==> src/design/datc_pkg.sv <==
// Shared constants and types for the DRAM access timing block.
// Assumes a single 250 MHz clock where two clocks make one bus cycle.
package datc_pkg;

	// Register byte offsets on the APB slave
	localparam logic [7:0] ADDR_DMA_WAIT = 8'h00;
	localparam logic [7:0] ADDR_DRAM_CTRL = 8'h04;
	localparam logic [7:0] ADDR_STATUS = 8'h08;

	// Reset values and writable-bit masks
	localparam logic [15:0] RST_DMA_WAIT = 16'h000f;
	localparam logic [15:0] RST_DRAM_CTRL = 16'h0000;
	localparam logic [15:0] MASK_DMA_WAIT = 16'h003f;
	localparam logic [15:0] MASK_DRAM_CTRL = 16'hffbf;

	// Field positions, dma_single_address_wait
	localparam int POS_DMA_DRAM_WAIT = 4;
	localparam int POS_DMA_CS_WAIT = 0;

	// Field positions, dram_area_control
	localparam int POS_PRECHARGE = 15;
	localparam int POS_ROW_TO_COL = 14;
	localparam int POS_REFRESH_LEN = 12;
	localparam int POS_WRITE_WAIT = 10;
	localparam int POS_READ_WAIT = 8;
	localparam int POS_IDLE_INSERT = 7;
	localparam int POS_BURST_PAGE = 5;
	localparam int POS_ROW_HOLD = 4;
	localparam int POS_WIDTH = 2;
	localparam int POS_ADDR_MUX = 0;

	// Phase lengths in clocks; one clock is half a bus cycle
	localparam int CNT_W = 6;
	localparam logic [5:0] PRECHG_HALF = 6'h03;
	localparam logic [5:0] ROW_HALF = 6'h02;
	localparam logic [5:0] COL_HALF = 6'h04;
	localparam logic [5:0] REFRESH_ENABLE_HALF = 6'h05;
	localparam logic [5:0] CS_HALF = 6'h04;
	localparam logic [5:0] GAP_HALF = 6'h02;
	localparam logic [5:0] CBR_LEAD_HALF = 6'h02;

	// Row shift and bus width encodings
	localparam logic [3:0] ROW_SHIFT_BASE = 4'h9;
	localparam logic [1:0] WIDTH_8 = 2'h0;
	localparam logic [1:0] WIDTH_16 = 2'h1;
	localparam logic [1:0] WIDTH_32 = 2'h2;

	typedef enum logic [2:0] {
		ST_IDLE, ST_ROW, ST_COL, ST_CS, ST_GAP, ST_PRECHG, ST_CBR_CAS, ST_CBR_RAS
	} datc_state_t;

	typedef struct packed {
		logic write;
		logic dma;
		logic cs_space;
		logic [31:0] addr;
	} datc_req_t;

	typedef struct packed {
		logic ras_n;
		logic cas_n;
		logic we_n;
		logic cs_n;
		logic [15:0] addr;
	} datc_pins_t;

endpackage

==> src/design/datc_sync3.sv <==
// Three-stage synchroniser for a pin input.
// Assumes the input is asynchronous; output moves once stages two and three agree.
`timescale 1ns/1ps
module datc_sync3 #(
	parameter logic RST_VAL = 1'b1
) (
	// Clock and reset
	input wire logic clk,
	input wire logic rst_n,
	// Data
	input wire logic d,
	output logic q
);
	logic s1_q;
	logic s2_q;
	logic s3_q;
	logic out_q;

	always_ff @(posedge clk or negedge rst_n) begin
		if (!rst_n) begin
			s1_q <= RST_VAL;
			s2_q <= RST_VAL;
			s3_q <= RST_VAL;
		end else begin
			s1_q <= d;
			s2_q <= s1_q;
			s3_q <= s2_q;
		end
	end

	// Filters a single-clock disagreement during metastable settling
	always_ff @(posedge clk or negedge rst_n) begin
		if (!rst_n) begin
			out_q <= RST_VAL;
		end else if (s2_q == s3_q) begin
			out_q <= s3_q;
		end
	end

	assign q = out_q;
endmodule

==> src/design/datc_phase_timer.sv <==
// Down counter timing one bus phase, with optional external wait stretch.
// Assumes the caller loads it on the clock that enters the phase.
`timescale 1ns/1ps
module datc_phase_timer #(
	parameter int CNT_W = 6
) (
	// Clock and reset
	input wire logic clk,
	input wire logic rst_n,
	// Control
	input wire logic load,
	input wire logic [CNT_W-1:0] load_val,
	input wire logic wait_en,
	input wire logic wait_act,
	// Status
	output logic last
);
	logic [CNT_W-1:0] cnt_q;

	// Holding on the final count stretches the phase while wait is asserted
	assign last = (cnt_q == CNT_W'(1)) && !(wait_en && wait_act);

	always_ff @(posedge clk or negedge rst_n) begin
		if (!rst_n) begin
			cnt_q <= '0;
		end else if (load) begin
			cnt_q <= load_val;
		end else if (cnt_q > CNT_W'(1) || last) begin
			cnt_q <= cnt_q - CNT_W'(1);
		end
	end
endmodule

==> src/design/datc_top.sv <==
// DRAM access timing and configuration: APB registers plus access sequencer.
// Assumes requests and refresh matches come from logic on the same clock;
// only the external wait pin is asynchronous. One bus cycle is two clocks.
`timescale 1ns/1ps

// How it works
// - DMA DRAM code gives 2 to 5 cycles; wait pin on upper two.
// - DMA DRAM accesses ignore the read and write column codes.
// - DMA chip-select wait gives 0 to 15 waits; nonzero enables wait pin.
// - Reset: chip-select wait fifteen, DMA DRAM wait two cycles.
// - DMA chip-select wait ignores per-area wait.
// - Wait register bits 15 to 6 read zero.
// - Control register clears only on power-on reset.
// - Precharge bit gives 1.5 or 2.5 cycles minimum between RAS pulses, except one cycle across an idle insert with the row held open.
// - Row address stands one or two cycles before column phase.
// - Refresh RAS low 2.5 to 5.5 cycles by code.
// - Write column lasts 2 to 5 cycles; wait pin on upper two.
// - Read column lasts 2 to 5 cycles; wait pin on upper two.
// - Idle insert adds a cycle after DRAM read before write or chip-select.
// - Page mode reuses the open row.
// - Row hold bit selects RAS up or down mode.
// - Width code gives 8, 16 or 32 bits; upper bit forces 32.
// - Multiplex code shifts the row address 9 to 12 bits.
// - Control bit 6 reads zero, ignores writes.
// - Refresh match starts CBR refresh when enabled, not self-refresh.
module datc_top (
	// Clock and reset
	input wire logic clk,
	input wire logic reset_n,
	// APB slave
	input wire logic psel,
	input wire logic penable,
	input wire logic pwrite,
	input wire logic [7:0] paddr,
	input wire logic [31:0] pwdata,
	output logic [31:0] prdata,
	output logic pready,
	output logic pslverr,
	// Access requests
	input wire logic req_valid,
	input wire datc_pkg::datc_req_t req,
	input wire logic [3:0] cs_area_wait,
	output logic acc_done,
	// Refresh control from the refresh timer
	input wire logic refresh_match,
	input wire logic refresh_enable,
	input wire logic refresh_kind_select,
	// External memory pins
	input wire logic ext_wait_n,
	output datc_pkg::datc_pins_t dram_pins,
	// Decoded configuration
	output logic [1:0] bus_width,
	output logic [3:0] row_shift
);
	logic rst_meta_q;
	logic rst_n_q;

	// Only reset in this block is power-on; manual reset is not wired here
	always_ff @(posedge clk or negedge reset_n) begin
		if (!reset_n) begin
			rst_meta_q <= 1'b0;
			rst_n_q <= 1'b0;
		end else begin
			rst_meta_q <= 1'b1;
			rst_n_q <= rst_meta_q;
		end
	end

	// APB
	logic setup;
	logic access;
	logic wr_dma_wait;
	logic wr_dram_ctrl;
	logic addr_hit;
	logic pready_q;
	logic pslverr_q;
	logic [31:0] prdata_q;
	logic [15:0] dma_wait_q;
	logic [15:0] dram_ctrl_q;
	logic [15:0] status;

	assign setup = psel && !penable;
	assign access = psel && penable && pready_q;
	assign wr_dma_wait = access && pwrite && (paddr == datc_pkg::ADDR_DMA_WAIT);
	assign wr_dram_ctrl = access && pwrite && (paddr == datc_pkg::ADDR_DRAM_CTRL);
	assign addr_hit = (paddr == datc_pkg::ADDR_DMA_WAIT) ||
		(paddr == datc_pkg::ADDR_DRAM_CTRL) || (paddr == datc_pkg::ADDR_STATUS);

	// Ready registered from setup, no wait state; keeps the read mux off the pready path
	always_ff @(posedge clk or negedge rst_n_q) begin
		if (!rst_n_q) begin
			pready_q <= 1'b0;
		end else begin
			pready_q <= setup;
		end
	end

	always_ff @(posedge clk or negedge rst_n_q) begin
		if (!rst_n_q) begin
			pslverr_q <= 1'b0;
		end else begin
			pslverr_q <= setup && !addr_hit;
		end
	end

	always_ff @(posedge clk or negedge rst_n_q) begin
		if (!rst_n_q) begin
			prdata_q <= 32'h0000_0000;
		end else if (setup && !pwrite) begin
			case (paddr)
				datc_pkg::ADDR_DMA_WAIT: prdata_q <= {16'h0000, dma_wait_q};
				datc_pkg::ADDR_DRAM_CTRL: prdata_q <= {16'h0000, dram_ctrl_q};
				datc_pkg::ADDR_STATUS: prdata_q <= {16'h0000, status};
				default: prdata_q <= 32'h0000_0000;
			endcase
		end
	end

	always_ff @(posedge clk or negedge rst_n_q) begin
		if (!rst_n_q) begin
			dma_wait_q <= datc_pkg::RST_DMA_WAIT;
		end else if (wr_dma_wait) begin
			dma_wait_q <= pwdata[15:0] & datc_pkg::MASK_DMA_WAIT;
		end
	end

	always_ff @(posedge clk or negedge rst_n_q) begin
		if (!rst_n_q) begin
			dram_ctrl_q <= datc_pkg::RST_DRAM_CTRL;
		end else if (wr_dram_ctrl) begin
			dram_ctrl_q <= pwdata[15:0] & datc_pkg::MASK_DRAM_CTRL;
		end
	end

	// Configuration fields
	logic [1:0] dma_dram_wait;
	logic [3:0] dma_cs_wait;
	logic precharge_length;
	logic row_to_column_delay;
	logic [1:0] refresh_assert_len;
	logic [1:0] write_column_wait;
	logic [1:0] read_column_wait;
	logic idle_insert;
	logic burst_page_enable;
	logic row_strobe_hold;
	logic [1:0] dram_width;
	logic [1:0] addr_multiplex;

	assign dma_dram_wait = dma_wait_q[datc_pkg::POS_DMA_DRAM_WAIT +: 2];
	assign dma_cs_wait = dma_wait_q[datc_pkg::POS_DMA_CS_WAIT +: 4];
	assign precharge_length = dram_ctrl_q[datc_pkg::POS_PRECHARGE];
	assign row_to_column_delay = dram_ctrl_q[datc_pkg::POS_ROW_TO_COL];
	assign refresh_assert_len = dram_ctrl_q[datc_pkg::POS_REFRESH_LEN +: 2];
	assign write_column_wait = dram_ctrl_q[datc_pkg::POS_WRITE_WAIT +: 2];
	assign read_column_wait = dram_ctrl_q[datc_pkg::POS_READ_WAIT +: 2];
	assign idle_insert = dram_ctrl_q[datc_pkg::POS_IDLE_INSERT];
	assign burst_page_enable = dram_ctrl_q[datc_pkg::POS_BURST_PAGE];
	assign row_strobe_hold = dram_ctrl_q[datc_pkg::POS_ROW_HOLD];
	assign dram_width = dram_ctrl_q[datc_pkg::POS_WIDTH +: 2];
	assign addr_multiplex = dram_ctrl_q[datc_pkg::POS_ADDR_MUX +: 2];

	// Sequencer
	datc_pkg::datc_state_t state_q;
	datc_pkg::datc_state_t state_d;
	datc_pkg::datc_req_t cur_q;
	datc_pkg::datc_req_t dreq;
	datc_pkg::datc_pins_t pins_q;
	logic [31:0] open_row_q;
	logic [31:0] dreq_row;
	logic [3:0] shift_q;
	logic [1:0] width_q;
	logic row_open_q;
	logic row_open_d;
	logic gap_armed_q;
	logic refresh_enable_pend_q;
	logic acc_done_q;
	logic wait_en_q;
	logic wait_en_d;
	logic wait_pin;
	logic tmr_load;
	logic tmr_last;
	logic take;
	logic same_row;
	logic keep_row;
	logic [1:0] col_code;
	logic [3:0] cs_wait;
	localparam int CNT_W_TOP = datc_pkg::CNT_W;
	logic [CNT_W_TOP-1:0] tmr_val;
	logic [CNT_W_TOP-1:0] col_len;
	logic [CNT_W_TOP-1:0] cs_len;
	logic [CNT_W_TOP-1:0] row_len;
	logic [CNT_W_TOP-1:0] prechg_len;
	logic [CNT_W_TOP-1:0] refresh_enable_len;

	datc_sync3 #(
		.RST_VAL(1'b1)
	) u_wait_sync (
		.clk(clk),
		.rst_n(rst_n_q),
		.d(ext_wait_n),
		.q(wait_pin)
	);

	datc_phase_timer #(
		.CNT_W(CNT_W_TOP)
	) u_timer (
		.clk(clk),
		.rst_n(rst_n_q),
		.load(tmr_load),
		.load_val(tmr_val),
		.wait_en(wait_en_q),
		.wait_act(!wait_pin),
		.last(tmr_last)
	);

	// Request in hand: fresh at dispatch, the captured one afterwards
	assign dreq = (state_q == datc_pkg::ST_IDLE) ? req : cur_q;
	assign dreq_row = dreq.addr >> shift_q;
	assign same_row = (dreq_row == open_row_q);
	assign keep_row = row_strobe_hold || burst_page_enable;

	// DMA DRAM code overrides the read and write codes
	assign col_code = dreq.dma ? dma_dram_wait :
		(dreq.write ? write_column_wait : read_column_wait);
	assign cs_wait = dreq.dma ? dma_cs_wait : cs_area_wait;

	assign col_len = datc_pkg::COL_HALF + {3'h0, col_code, 1'b0};
	assign cs_len = datc_pkg::CS_HALF + {1'b0, cs_wait, 1'b0};
	assign row_len = datc_pkg::ROW_HALF + {4'h0, row_to_column_delay, 1'b0};
	assign prechg_len = datc_pkg::PRECHG_HALF + {4'h0, precharge_length, 1'b0};
	assign refresh_enable_len = datc_pkg::REFRESH_ENABLE_HALF + {3'h0, refresh_assert_len, 1'b0};

	always_comb begin
		state_d = state_q;
		tmr_load = 1'b0;
		tmr_val = '0;
		wait_en_d = 1'b0;
		take = 1'b0;
		row_open_d = row_open_q;
		case (state_q)
			datc_pkg::ST_IDLE: begin
				// Requester drops valid after acc_done; skip its stale copy
				if (acc_done_q) begin
					state_d = state_q;
				end else if (refresh_enable_pend_q) begin
					tmr_load = 1'b1;
					if (row_open_q) begin
						state_d = datc_pkg::ST_PRECHG;
						tmr_val = prechg_len;
						row_open_d = 1'b0;
					end else begin
						state_d = datc_pkg::ST_CBR_CAS;
						tmr_val = datc_pkg::CBR_LEAD_HALF;
					end
				end else if (req_valid) begin
					tmr_load = 1'b1;
					if (gap_armed_q && idle_insert && (req.cs_space || req.write)) begin
						state_d = datc_pkg::ST_GAP;
						tmr_val = datc_pkg::GAP_HALF;
					end else if (row_open_q && (req.cs_space || !same_row)) begin
						state_d = datc_pkg::ST_PRECHG;
						tmr_val = prechg_len;
						row_open_d = 1'b0;
					end else if (req.cs_space) begin
						state_d = datc_pkg::ST_CS;
						tmr_val = cs_len;
						wait_en_d = (cs_wait != 4'h0);
						take = 1'b1;
					end else if (row_open_q) begin
						state_d = datc_pkg::ST_COL;
						tmr_val = col_len;
						wait_en_d = col_code[1];
						take = 1'b1;
					end else begin
						state_d = datc_pkg::ST_ROW;
						tmr_val = row_len;
						take = 1'b1;
					end
				end else if (row_open_q && !row_strobe_hold) begin
					// Page mode alone closes the row once the stream stops
					state_d = datc_pkg::ST_PRECHG;
					tmr_load = 1'b1;
					tmr_val = prechg_len;
					row_open_d = 1'b0;
				end
			end
			datc_pkg::ST_ROW: begin
				if (tmr_last) begin
					state_d = datc_pkg::ST_COL;
					tmr_load = 1'b1;
					tmr_val = col_len;
					wait_en_d = col_code[1];
				end
			end
			datc_pkg::ST_COL: begin
				if (tmr_last) begin
					if (keep_row) begin
						state_d = datc_pkg::ST_IDLE;
						row_open_d = 1'b1;
					end else begin
						state_d = datc_pkg::ST_PRECHG;
						tmr_load = 1'b1;
						tmr_val = prechg_len;
						row_open_d = 1'b0;
					end
				end
			end
			datc_pkg::ST_CS, datc_pkg::ST_GAP, datc_pkg::ST_PRECHG: begin
				if (tmr_last) begin
					state_d = datc_pkg::ST_IDLE;
				end
			end
			datc_pkg::ST_CBR_CAS: begin
				if (tmr_last) begin
					state_d = datc_pkg::ST_CBR_RAS;
					tmr_load = 1'b1;
					tmr_val = refresh_enable_len;
				end
			end
			datc_pkg::ST_CBR_RAS: begin
				if (tmr_last) begin
					state_d = datc_pkg::ST_PRECHG;
					tmr_load = 1'b1;
					tmr_val = prechg_len;
				end
			end
			default: begin
				state_d = datc_pkg::ST_IDLE;
			end
		endcase
	end

	always_ff @(posedge clk or negedge rst_n_q) begin
		if (!rst_n_q) begin
			state_q <= datc_pkg::ST_IDLE;
			row_open_q <= 1'b0;
			wait_en_q <= 1'b0;
		end else begin
			state_q <= state_d;
			row_open_q <= row_open_d;
			if (tmr_load) begin
				wait_en_q <= wait_en_d;
			end
		end
	end

	always_ff @(posedge clk or negedge rst_n_q) begin
		if (!rst_n_q) begin
			cur_q <= '0;
			open_row_q <= 32'h0000_0000;
		end else if (take) begin
			cur_q <= req;
			if (!req.cs_space && !row_open_q) begin
				open_row_q <= dreq_row;
			end
		end
	end

	// Access completion and the read-then-write gap marker
	always_ff @(posedge clk or negedge rst_n_q) begin
		if (!rst_n_q) begin
			acc_done_q <= 1'b0;
			gap_armed_q <= 1'b0;
		end else begin
			acc_done_q <= tmr_last &&
				(state_q == datc_pkg::ST_COL || state_q == datc_pkg::ST_CS);
			if (tmr_last && state_q == datc_pkg::ST_COL) begin
				gap_armed_q <= !cur_q.write;
			end else if (tmr_last &&
				(state_q == datc_pkg::ST_CS || state_q == datc_pkg::ST_GAP)) begin
				gap_armed_q <= 1'b0;
			end
		end
	end

	// A new match while one is pending merges with it; set wins over clear
	always_ff @(posedge clk or negedge rst_n_q) begin
		if (!rst_n_q) begin
			refresh_enable_pend_q <= 1'b0;
		end else if (refresh_match && refresh_enable && !refresh_kind_select) begin
			refresh_enable_pend_q <= 1'b1;
		end else if (state_d == datc_pkg::ST_CBR_CAS) begin
			refresh_enable_pend_q <= 1'b0;
		end
	end

	// Pins follow the next state so each output is a plain flip-flop
	always_ff @(posedge clk or negedge rst_n_q) begin
		if (!rst_n_q) begin
			pins_q <= '{ras_n: 1'b1, cas_n: 1'b1, we_n: 1'b1, cs_n: 1'b1, addr: 16'h0000};
		end else begin
			pins_q.ras_n <= !(state_d == datc_pkg::ST_ROW || state_d == datc_pkg::ST_COL ||
				state_d == datc_pkg::ST_CBR_RAS ||
				(state_d == datc_pkg::ST_IDLE && row_open_d));
			pins_q.cas_n <= !(state_d == datc_pkg::ST_COL ||
				state_d == datc_pkg::ST_CBR_CAS || state_d == datc_pkg::ST_CBR_RAS);
			pins_q.we_n <= !((state_d == datc_pkg::ST_COL || state_d == datc_pkg::ST_CS) &&
				dreq.write);
			pins_q.cs_n <= !(state_d == datc_pkg::ST_CS);
			if (state_d == datc_pkg::ST_ROW) begin
				pins_q.addr <= dreq_row[15:0];
			end else if (state_d == datc_pkg::ST_COL || state_d == datc_pkg::ST_CS) begin
				pins_q.addr <= dreq.addr[15:0];
			end
		end
	end

	always_ff @(posedge clk or negedge rst_n_q) begin
		if (!rst_n_q) begin
			width_q <= datc_pkg::WIDTH_8;
			shift_q <= datc_pkg::ROW_SHIFT_BASE;
		end else begin
			width_q <= dram_width[1] ? datc_pkg::WIDTH_32 :
				(dram_width[0] ? datc_pkg::WIDTH_16 : datc_pkg::WIDTH_8);
			shift_q <= datc_pkg::ROW_SHIFT_BASE + {2'h0, addr_multiplex};
		end
	end

	assign status = {8'h00, 1'b0, gap_armed_q, !wait_pin, refresh_enable_pend_q, row_open_q,
		state_q};

	assign prdata = prdata_q;
	assign pready = pready_q;
	assign pslverr = pslverr_q;
	assign acc_done = acc_done_q;
	assign dram_pins = pins_q;
	assign bus_width = width_q;
	assign row_shift = shift_q;
endmodule

==> config.mk <==
export PLATFORM = sky130hd
export DESIGN_NAME = datc_top
export DESIGN_NICKNAME = d
export VERILOG_FILES = /design/src/design/datc_pkg.sv /design/src/design/datc_sync3.sv /design/src/design/datc_phase_timer.sv /design/src/design/datc_top.sv
export SDC_FILE = /design/constraint.sdc
export NUM_CORES = 1
export LEC_CHECK = 0
export ABC_AREA = 1
export BUFFER_PORTS_ARGS = -buffer_cell sky130_fd_sc_hd__buf_2
export CAP_MARGIN = 15
export CORE_UTILIZATION = 59
export CTS_BUF_LIST = sky130_fd_sc_hd__clkbuf_4
export CTS_CLUSTER_DIAMETER = 120
export DETAILED_ROUTE_END_ITERATION = 16
export HOLD_SLACK_MARGIN = 0.05
export PLACE_DENSITY = 0.83
export SLEW_MARGIN = 25
export SYNTH_ARGS = -nofsm -noshare
export SYNTH_HDL_FRONTEND = slang
export SYNTH_SLANG_ARGS = --single-unit
export TNS_END_PERCENT = 100
==> constraint.sdc <==
create_clock -name clk -period 5.98 [get_ports clk]
set_clock_uncertainty 0.1 [all_clocks]
set_input_delay 0 -clock clk [delete_from_list [all_inputs] [get_ports clk]]
set_output_delay 0 -clock clk [all_outputs]
set_load 0.02 [all_outputs]
==> results of run 1 <==
[kinds of logic (layout without fill, tap and decap cells)]
| group | Yosys count | after routing |
|---|---|---|
| AO/OA/AOI/OAI | 148 | 148 |
| XOR/XNOR | 4 | 4 |
| adder cells (fa/ha/maj) | 5 | 5 |
| buffers and inverters | 214 | 373 |
| flip-flops | 142 | 142 |
| multiplexers | 7 | 7 |
| other | 2 | 20 |
| AND/OR/NAND/NOR | 742 | 742 |
[power breakdown]
group	leakage [nW]	total (W)	switching [W]	internal, W
Sequential	1.68	0.00134	0.000146	0.00119
Combinational	3.61	0.00167	0.00111	0.000553
Clock	0.156	0.000694	0.000387	0.000308
[routing by layer]
metal,GRT usage,wire length (um),vias to the layer above
met1,0.4516,10760,4375
met3,0.06186,1965,92
met5,0,0,-
met4,0.1630,1134,0
li1,-,-,4450
met2,0.5717,12850,490
[cell usage after synthesis, drive strengths merged (2+ instances only)]
cell and n:
nand4 25, a211oi 2, nand3b 6, mux2i 2, dfstp 13, nand3 267
buf 63, conb 2, o31ai 6, nor3 7, a21o 2, nand2 378
inv 135, o22ai 3, o21ai 109, clkbuf 15, mux2 5, a221oi 3
nor2 55, dfrtp 129, ha 4, a21oi 18, nor4 3, xor2 3
[through the flow]
step                setup slack (ns)  instance area [sq um]  instances  hold slack [ns]    util
global route                  0.7105                  10520       1625          0.08461  0.7212
CTS                            1.205                  10490       1622          0.06781  0.7190
floorplan                      1.653                   8934       1280          -0.3956       -
finish                         1.059                  10520       1625          0.08919  0.7212
detailed placement             1.504                   9364       1509          -0.3108  0.6419
global placement               1.569                   9364       1509          -0.3133  0.6419
[placed cells by master (no fill, tap or decap), drive strengths merged, types with 6 or more instances in the layout]
cell type / count
nor2: 55
o21ai: 109
dfstp: 13
a21oi: 18
inv: 137
nand3b: 6
clkbuf: 20
dfrtp: 129
buf: 124
o31ai: 6
dlygate4sd3: 81
nand4: 25
nand3: 267
nand2: 378
nor3: 7
conb: 18
[layout make-up]
cell class | count | area share
Multi-Input combinational cell | 924 | 0.4196
Sequential cell | 142 | 0.3396
Timing Repair Buffer | 205 | 0.1401
Inverter | 136 | 0.04852
Tap cell | 184 | 0.02188
Clock inverter | 12 | 0.01558
Clock buffer | 20 | 0.01427
Antenna cell | 2 | 0.0004757
[timing repair]
action / 4_1_cts / 5_1_grt
endpoints found under the hold margin: 119 / 0
hold buffers: 81 / 0
buffers inserted: 0 / 0
[state kept, by name, summed over array words and instances (netlist names)]
register,count
u_wait_sync.s3_q,1
u_wait_sync.s2_q,1
dma_wait_q,6
dram_pins,20
cur_q,34
row_shift,3
acc_done,1
u_wait_sync.q,1
pready,1
gap_armed_q,1
u_timer.cnt_q,6
open_row_q,24
rst_n_q,1
dram_ctrl_q,15
u_wait_sync.s1_q,1
refresh_enable_pend_q,1
prdata,16
bus_width,2
row_open_q,1
rst_meta_q,1
wait_en_q,1
state_q,3
pslverr,1
[worst max-delay path, cell delays in order (launching register included)]
cell	delay, ns
dfrtp_1	0.56
nor2_8	0.52
nand2_8	0.38
nand2_1	0.18
nand3_1	0.13
nand2_1	0.16
nand2_1	0.06
nand3_1	0.16
nand2_1	0.15
nand2_1	0.09
nand2_1	0.05
nor2_1	0.10
nand2_1	0.11
nor2_2	0.17
nand3_2	0.14
nand2_2	0.15
nand3_4	0.11
a21oi_4	0.41
buf_4	0.28
inv_2	0.06
nand2_1	0.05
o21ai_0	0.09
o21ai_0	0.08
dlygate4sd3_1	0.57
[worst max-delay path by stage]
stage	startpoint	to	slack, ns	depth (start not counted)
2_1_floorplan	rst_n_q$_DFF_PN0_	acc_done$_DFF_PN0_	1.65	0
3_3_place_gp	state_q[2]$_DFF_PN0_	dram_pins[14]$_DFFE_PN0P_	1.57	23
3_5_place_dp	state_q[2]$_DFF_PN0_	dram_pins[14]$_DFFE_PN0P_	1.50	23
4_1_cts	state_q[2]$_DFF_PN0_	refresh_enable_pend_q$_DFFE_PN0P_	1.21	23
5_1_grt	state_q[2]$_DFF_PN0_	refresh_enable_pend_q$_DFFE_PN0P_	0.71	23
6_report	state_q[2]$_DFF_PN0_	refresh_enable_pend_q$_DFFE_PN0P_	1.06	23
==> results.txt, run 1 <==
----------------------------------------------------
[Outcome]
  Status ... completed

[Critical path]
  Required time of the critical path ... 6.40 ns
  Number of cells on the worst reg-to-reg path ... 23
  Critical Path AT ... 5.34 ns
  Reg-to-reg slack, setup ... 1.06 ns
  Maximum fanout along the worst path ... 55
  Critical path startpoint category ... flip-flop
  Critical register-to-register path startpoint ... state_q[2]$_DFF_PN0_
  Type of element capturing the critical path ... flip-flop
  Critical Setup Path Class ... reg2reg
  Capture instance of the worst register-to-register path ... refresh_enable_pend_q$_DFFE_PN0P_

[Clock network]
  H-tree levels ... 4
  Clock transition at the register clock pins on the worst setup and hold paths after CTS ... 0.15 ns
  CTS tree ... yes
  Maximum number of buffers from clock root to sink ... 2
  Root buffer selected by CTS ... clkbuf_4
  Sinks on the clock net ... 142
  Clock buffers created by TritonCTS ... 17
  Post-cts repair resize count ... 0
  Clock latency of the later-clocked register in the worst-skew pair ... 0.58 ns

[Yosys]
  Number of enable-type register cells in the synthesized netlist ... 0
  Sequential-to-total area share from yosys stat ... 0.4023
  Largest cells by area after synthesis ... dfrtp_1 (36%), nand2_1 (15%), nand3_1 (15%), inv_1 (5.3%), o21ai_0 (4.9%)
  Post-Synthesis Mean Instance Area ... 7.020 sq um
  Fraction of post-synthesis cell area in the top cell type by area ... 0.3638
  Post-Synthesis Cell Area ... 8874 sq um
  Post-synthesis compound-gate area fraction ... 0.09081
  Synthesized-area fraction occupied by xor and xnor cells ... 0.003948
  Post-synthesis share of cell area spent on full adders, half adders and majority gates ... 0.006768
  Prevailing post-synth register cell ... dfrtp_1
  Area leader, netlist ... dfrtp_1
  Instance count of the mapped netlist ... 1264
  Largest family of logic cells by synthesized area ... simple AND/OR/NAND/NOR gates
  Unique cell type count in the Yosys netlist ... 48
  Synth async-reset ratio ... 1.000
  Mux contribution to synthesized area ... 0.008601
  Synthesis Warnings ... 0
  Total of flip-flops plus latches after synthesis ... 142
  Synthesized-area fraction occupied by and/or/nand/nor cells ... 0.3797

[Timing]
  Final period utilization ... 0.8230
  Worst rel slew slack ... 0.3834
  Highest clock frequency the design can meet ... 203.2 MHz
  Shortest period the worst path allows ... 4.921 ns
  Total negative slack for setup checks ... 0 ns
  Transition time of the tightest slew-check pin ... 0.9249 ns
  Max Slew Vio Count ... 0
  Number of endpoints with negative hold slack in the final report ... 0
  Count of final setup violators ... 0
  RSZ-0062 raised after global routing ... false

[Power and ir drop]
  PnR Total Power ... 0.003695 W
  Worst VDD drop ... 0.2023 mV
  Leak pwr ... 5.445 nW
  Areal power density over the cells ... 351.2 nW/um^2

[Finish]
  Fraction of layout instances using a drive strength above 1 ... 0.1466
  Number of fill cells ... 1119
  Post-layout nets ... 1519
  Footprint of the multi-input gates ... 4414 sq um
  FF/Latch Area ... 3573 sq um
  Area growth, synth to finish ... 18.57%

[Hold path]
  Terminating pin of the worst hold path ... cur_q[31]$_DFFE_PN0P_
  Hold Path Origin ... req[31]
  Classification of the worst-slack hold path ... in2reg
  Worst Hold Path Cells ... 4

[Placement]
  Final Wtd Congestion ... 0.9299
  Half-perimeter wire length of the detailed placement result ... 16.69 mm
  Buffers added on ports ... 115

[Floorplanning]
  Vert. Die Dim ... 124.6 um
  Initial Util ... 0.6082
  Die span in x ... 124.6 um
  Floorplan die area ... 15530 sq um
  Site Rows ... 44
  Number of top-level pins ... 150
  Std-Cell Core Area ... 14590 sq um

[Route]
  Via/cell ratio ... 5.789
  Number of remaining DRC errors ... 0
  Remaining antenna violation count ... 0
  Wire per inst ... 16.43 um
  Pre-antenna DRT Iters ... 6
  Count of routing violations after the opening detailed-route iteration ... 1082
  Sum of routed wire length over all layers ... 26.70 mm
  Routed via count ... 9407

[Global route]
  Global-route wire length before repair ... 43.41 mm
  Pin count of the biggest net entering global routing ... 79
  Number of antenna violations at the first check in global routing ... 2
  Global Route Usage Sum ... 0.3497
  Via count of the first global-routing pass ... 8696
  Remaining global-route overflow ... 0

[Job]
  Number of violations of the max-capacitance limit ... 0

----------------------------------------------------
Note: power is estimated with default switching activity, not from simulation.
==> run 2, diff against run 1 <==
--- a/config.mk
+++ b/config.mk
@@ -5,7 +5,7 @@
 export SDC_FILE = /design/constraint.sdc
 export NUM_CORES = 1
 export LEC_CHECK = 0
-export ABC_AREA = 1
+export ABC_AREA = 0
 export BUFFER_PORTS_ARGS = -buffer_cell sky130_fd_sc_hd__buf_2
 export CAP_MARGIN = 15
 export CORE_UTILIZATION = 59
==> constraint.sdc (replaced) <==
create_clock -name clk -period 4.8 [get_ports clk]
set_clock_uncertainty 0.1 [all_clocks]
set_input_delay 0 -clock clk [delete_from_list [all_inputs] [get_ports clk]]
set_output_delay 0 -clock clk [all_outputs]
set_load 0.02 [all_outputs]
==> results.txt, run 2 <==
----------------------------------------------------
[Hold path]
  Classification of the worst-slack hold path ... in2reg
  Hold Path Origin ... refresh_match

[Global route]
  Remaining global-route overflow ... 0
  Met2 track demand over resource in global routing ... 0.5440
  Most Used Layer, Global Route ... met2
  Via count of the first global-routing pass ... 7603
  Number of antenna violations at the first check in global routing ... 1
  Global Route met1 Usage ... 0.4358
  Met3 GRT Util ... 0.08441
  Pin count of the biggest net entering global routing ... 54
  Global Route Usage Sum ... 0.3392
  Global-route wire length before repair ... 38.74 mm

[Timing]
  Worst rel slew slack ... 0.3179
  Count of final setup violators ... 0
  Max Slew Vio Count ... 0
  Smallest setup slack after layout ... 0.2052 ns
  Shortest period the worst path allows ... 4.595 ns
  Worst hold slack ... 0.08505 ns
  Final period utilization ... 0.9573
  RSZ-0062 raised after global routing ... false
  Highest clock frequency the design can meet ... 217.6 MHz
  Total negative slack for setup checks ... 0 ns
  Transition time of the tightest slew-check pin ... 0.9947 ns
  Number of endpoints with negative hold slack in the final report ... 0

[Yosys]
  Count leader, synth ... dfrtp_1
  Most numerous cell types in the synthesized netlist ... dfrtp_1 (129), nand2_1 (76), mux2i_1 (68)
  Synthesis Warnings ... 0
  Sequential-to-total area share from yosys stat ... 0.4119
  Fraction of post-synthesis cell area in the top cell type by area ... 0.3725
  Post-Synthesis Cell Area ... 8667 sq um
  Instance count of the mapped netlist ... 797
  Prevailing post-synth register cell ... dfrtp_1
  Unique cell type count in the Yosys netlist ... 68
  Post-Synthesis Mean Instance Area ... 10.87 sq um
  Synth async-reset ratio ... 1.000
  Largest cells by area after synthesis ... dfrtp_1 (37%), mux2i_1 (7.9%), mux4_2 (7.5%), mux2_2 (6.4%), dfstp_2 (3.9%)
  Total of flip-flops plus latches after synthesis ... 142
  Number of enable-type register cells in the synthesized netlist ... 0
  Area leader, netlist ... dfrtp_1

[Floorplanning]
  Die span in x ... 123.2 um
  Number of top-level pins ... 150
  Std-Cell Core Area ... 14100 sq um
  Vert. Die Dim ... 123.2 um
  Initial Util ... 0.6149
  Floorplan die area ... 15180 sq um
  Site Rows ... 43

[Route]
  Wire per inst ... 20.49 um
  Number of remaining DRC errors ... 0
  Routed via count ... 7424
  Remaining antenna violation count ... 0
  Sum of routed wire length over all layers ... 24.22 mm
  Pre-antenna DRT Iters ... 6
  Count of routing violations after the opening detailed-route iteration ... 759
  Via/cell ratio ... 6.281

[Power and ir drop]
  Worst VDD drop ... 0.2951 mV
  Relative contribution of the clock network to total power ... 0.136
  PnR Total Power ... 0.005307 W
  Share of total power in sequential cells ... 0.349
  Internal ... 0.002975 W
  Areal power density over the cells ... 509.2 nW/um^2
  Leak pwr ... 4.909 nW
  Power share of the combinational group ... 0.514
  Power spent charging and discharging nets ... 0.002331 W
  Switching power share of the total ... 0.4393

[Outcome]
  Status ... completed

[Finish]
  Area growth, synth to finish ... 20.24%
  Share of the core filled with cells in the final layout ... 0.7393
  Highest-count cells in the layout ignoring fill and taps ... dfrtp_1 (127), buf_2 (115), dlygate4sd3_1 (81)
  Flip-flop count of the largest register after layout ... 34
  Number of fill cells ... 946
  Most common library cell in the layout ignoring fill and taps ... dfrtp_1
  Register containing the most flip-flops in the final layout ... cur_q
  Fraction of layout instances using a drive strength above 1 ... 0.2837
  Post-layout nets ... 1081

[Clock network]
  CTS tree ... yes
  Clock latency of the later-clocked register in the worst-skew pair ... 0.58 ns
  Clock buffers created by TritonCTS ... 17
  Sinks on the clock net ... 142
  Clock transition at the register clock pins on the worst setup and hold paths after CTS ... 0.13 ns
  H-tree levels ... 4
  Root buffer selected by CTS ... clkbuf_4
  Maximum number of buffers from clock root to sink ... 2

[Job]
  Number of violations of the max-capacitance limit ... 0

[Critical path]
  Critical path startpoint category ... flip-flop
  Critical register-to-register path startpoint ... state_q[2]$_DFF_PN0_
  Setup crit start ... state_q[2]$_DFF_PN0_
  Maximum fanout along the worst path ... 16
  Critical Path AT ... 4.93 ns
  Type of element capturing the critical path ... flip-flop
  Critical Setup Path Class ... reg2reg
  Required time of the critical path ... 5.14 ns

[Placement]
  Post-placement worst setup slack ... 0.2930 ns
  Half-perimeter wire length of the detailed placement result ... 15.35 mm
  Buffers added on ports ... 115
  Final Wtd Congestion ... 0.9327

----------------------------------------------------
-- run 2: stage by stage --
step                instances  cell area (sq um)
finish                   1182              10420
global route             1182              10420
CTS                      1181              10420
global placement         1068               9354
detailed placement       1068               9354
floorplan                 813               8727
-- run 2: timing repair --
action | CTS | global route
hold endpoints to repair | 108 | 0
resized for setup | 0 | 0
hold buffers | 81 | 0
buffers inserted | 0 | 0
-- run 2: logic make-up after synthesis --
logic type / share of synthesized area
mux: 0.2674
other cells: 0.0008665
flops: 0.4119
xor+xnor: 0.03335
buf+inv: 0.05717
compound gates: 0.1126
simple gates: 0.1099
fa+ha+maj: 0.006930
-- run 2: worst paths after layout --
| check | depth (start not counted) | slack (ns) | endpoint |
|---|---|---|---|
| max | 11 | 0.21 | dram_pins[7]$_DFFE_PN0P_ |
| min | 4 | 0.09 | refresh_enable_pend_q$_DFFE_PN0P_ |
| max reg2reg | 11 | 0.21 | dram_pins[7]$_DFFE_PN0P_ |
| min reg2reg | 0 | 0.21 | row_shift[1]$_DFF_PN0_ |
| max in group asynchronous | 1 | 3.32 | u_timer.cnt_q[2]$_DFFE_PN0P_ |
| min in group asynchronous | 3 | 0.15 | rst_n_q$_DFF_PN0_ |
-- run 2: cell type report --
type / count / area (sq um) / share of cell area
diodes: 1 / 2.502 / 0.0002401
multi-input cells: 573 / 4663 / 0.4475
flip-flops and latches: 142 / 3575 / 0.3430
clock buffers: 17 / 127.6 / 0.01225
inverters: 32 / 120.1 / 0.01153
clock inverters: 15 / 126.4 / 0.01213
well taps: 180 / 225.2 / 0.02161
repair buffers: 222 / 1582 / 0.1518
-- run 2: per-layer routing --
metal,wire length (um),up-vias
met4,831,0
li1,-,3283
met2,11540,454
met1,9692,3595
met5,0,-
met3,2162,92
-- run 2: worst max-delay path, cell delays in order (launching register included) --
cell	delay, ns
dfrtp_1	0.41
or3_2	0.68
mux4_2	0.56
mux4_2	0.55
xor2_1	0.16
nor4_1	0.47
nand4_1	0.26
nor3_4	0.37
a41oi_2	0.27
inv_2	0.12
o21a_2	0.34
o221ai_1	0.17
-- run 2: power groups by stage --
stage	registers, W	logic (W)	clock network (W)
final	0.00185	0.00273	0.000723
after global routing	0.00190	0.00296	0.000782
after CTS	0.00184	0.00266	0.000731
after detailed placement	0.00186	0.00259	0
after global placement	0.00184	0.00254	0
after floorplan	0.00183	0.00198	0
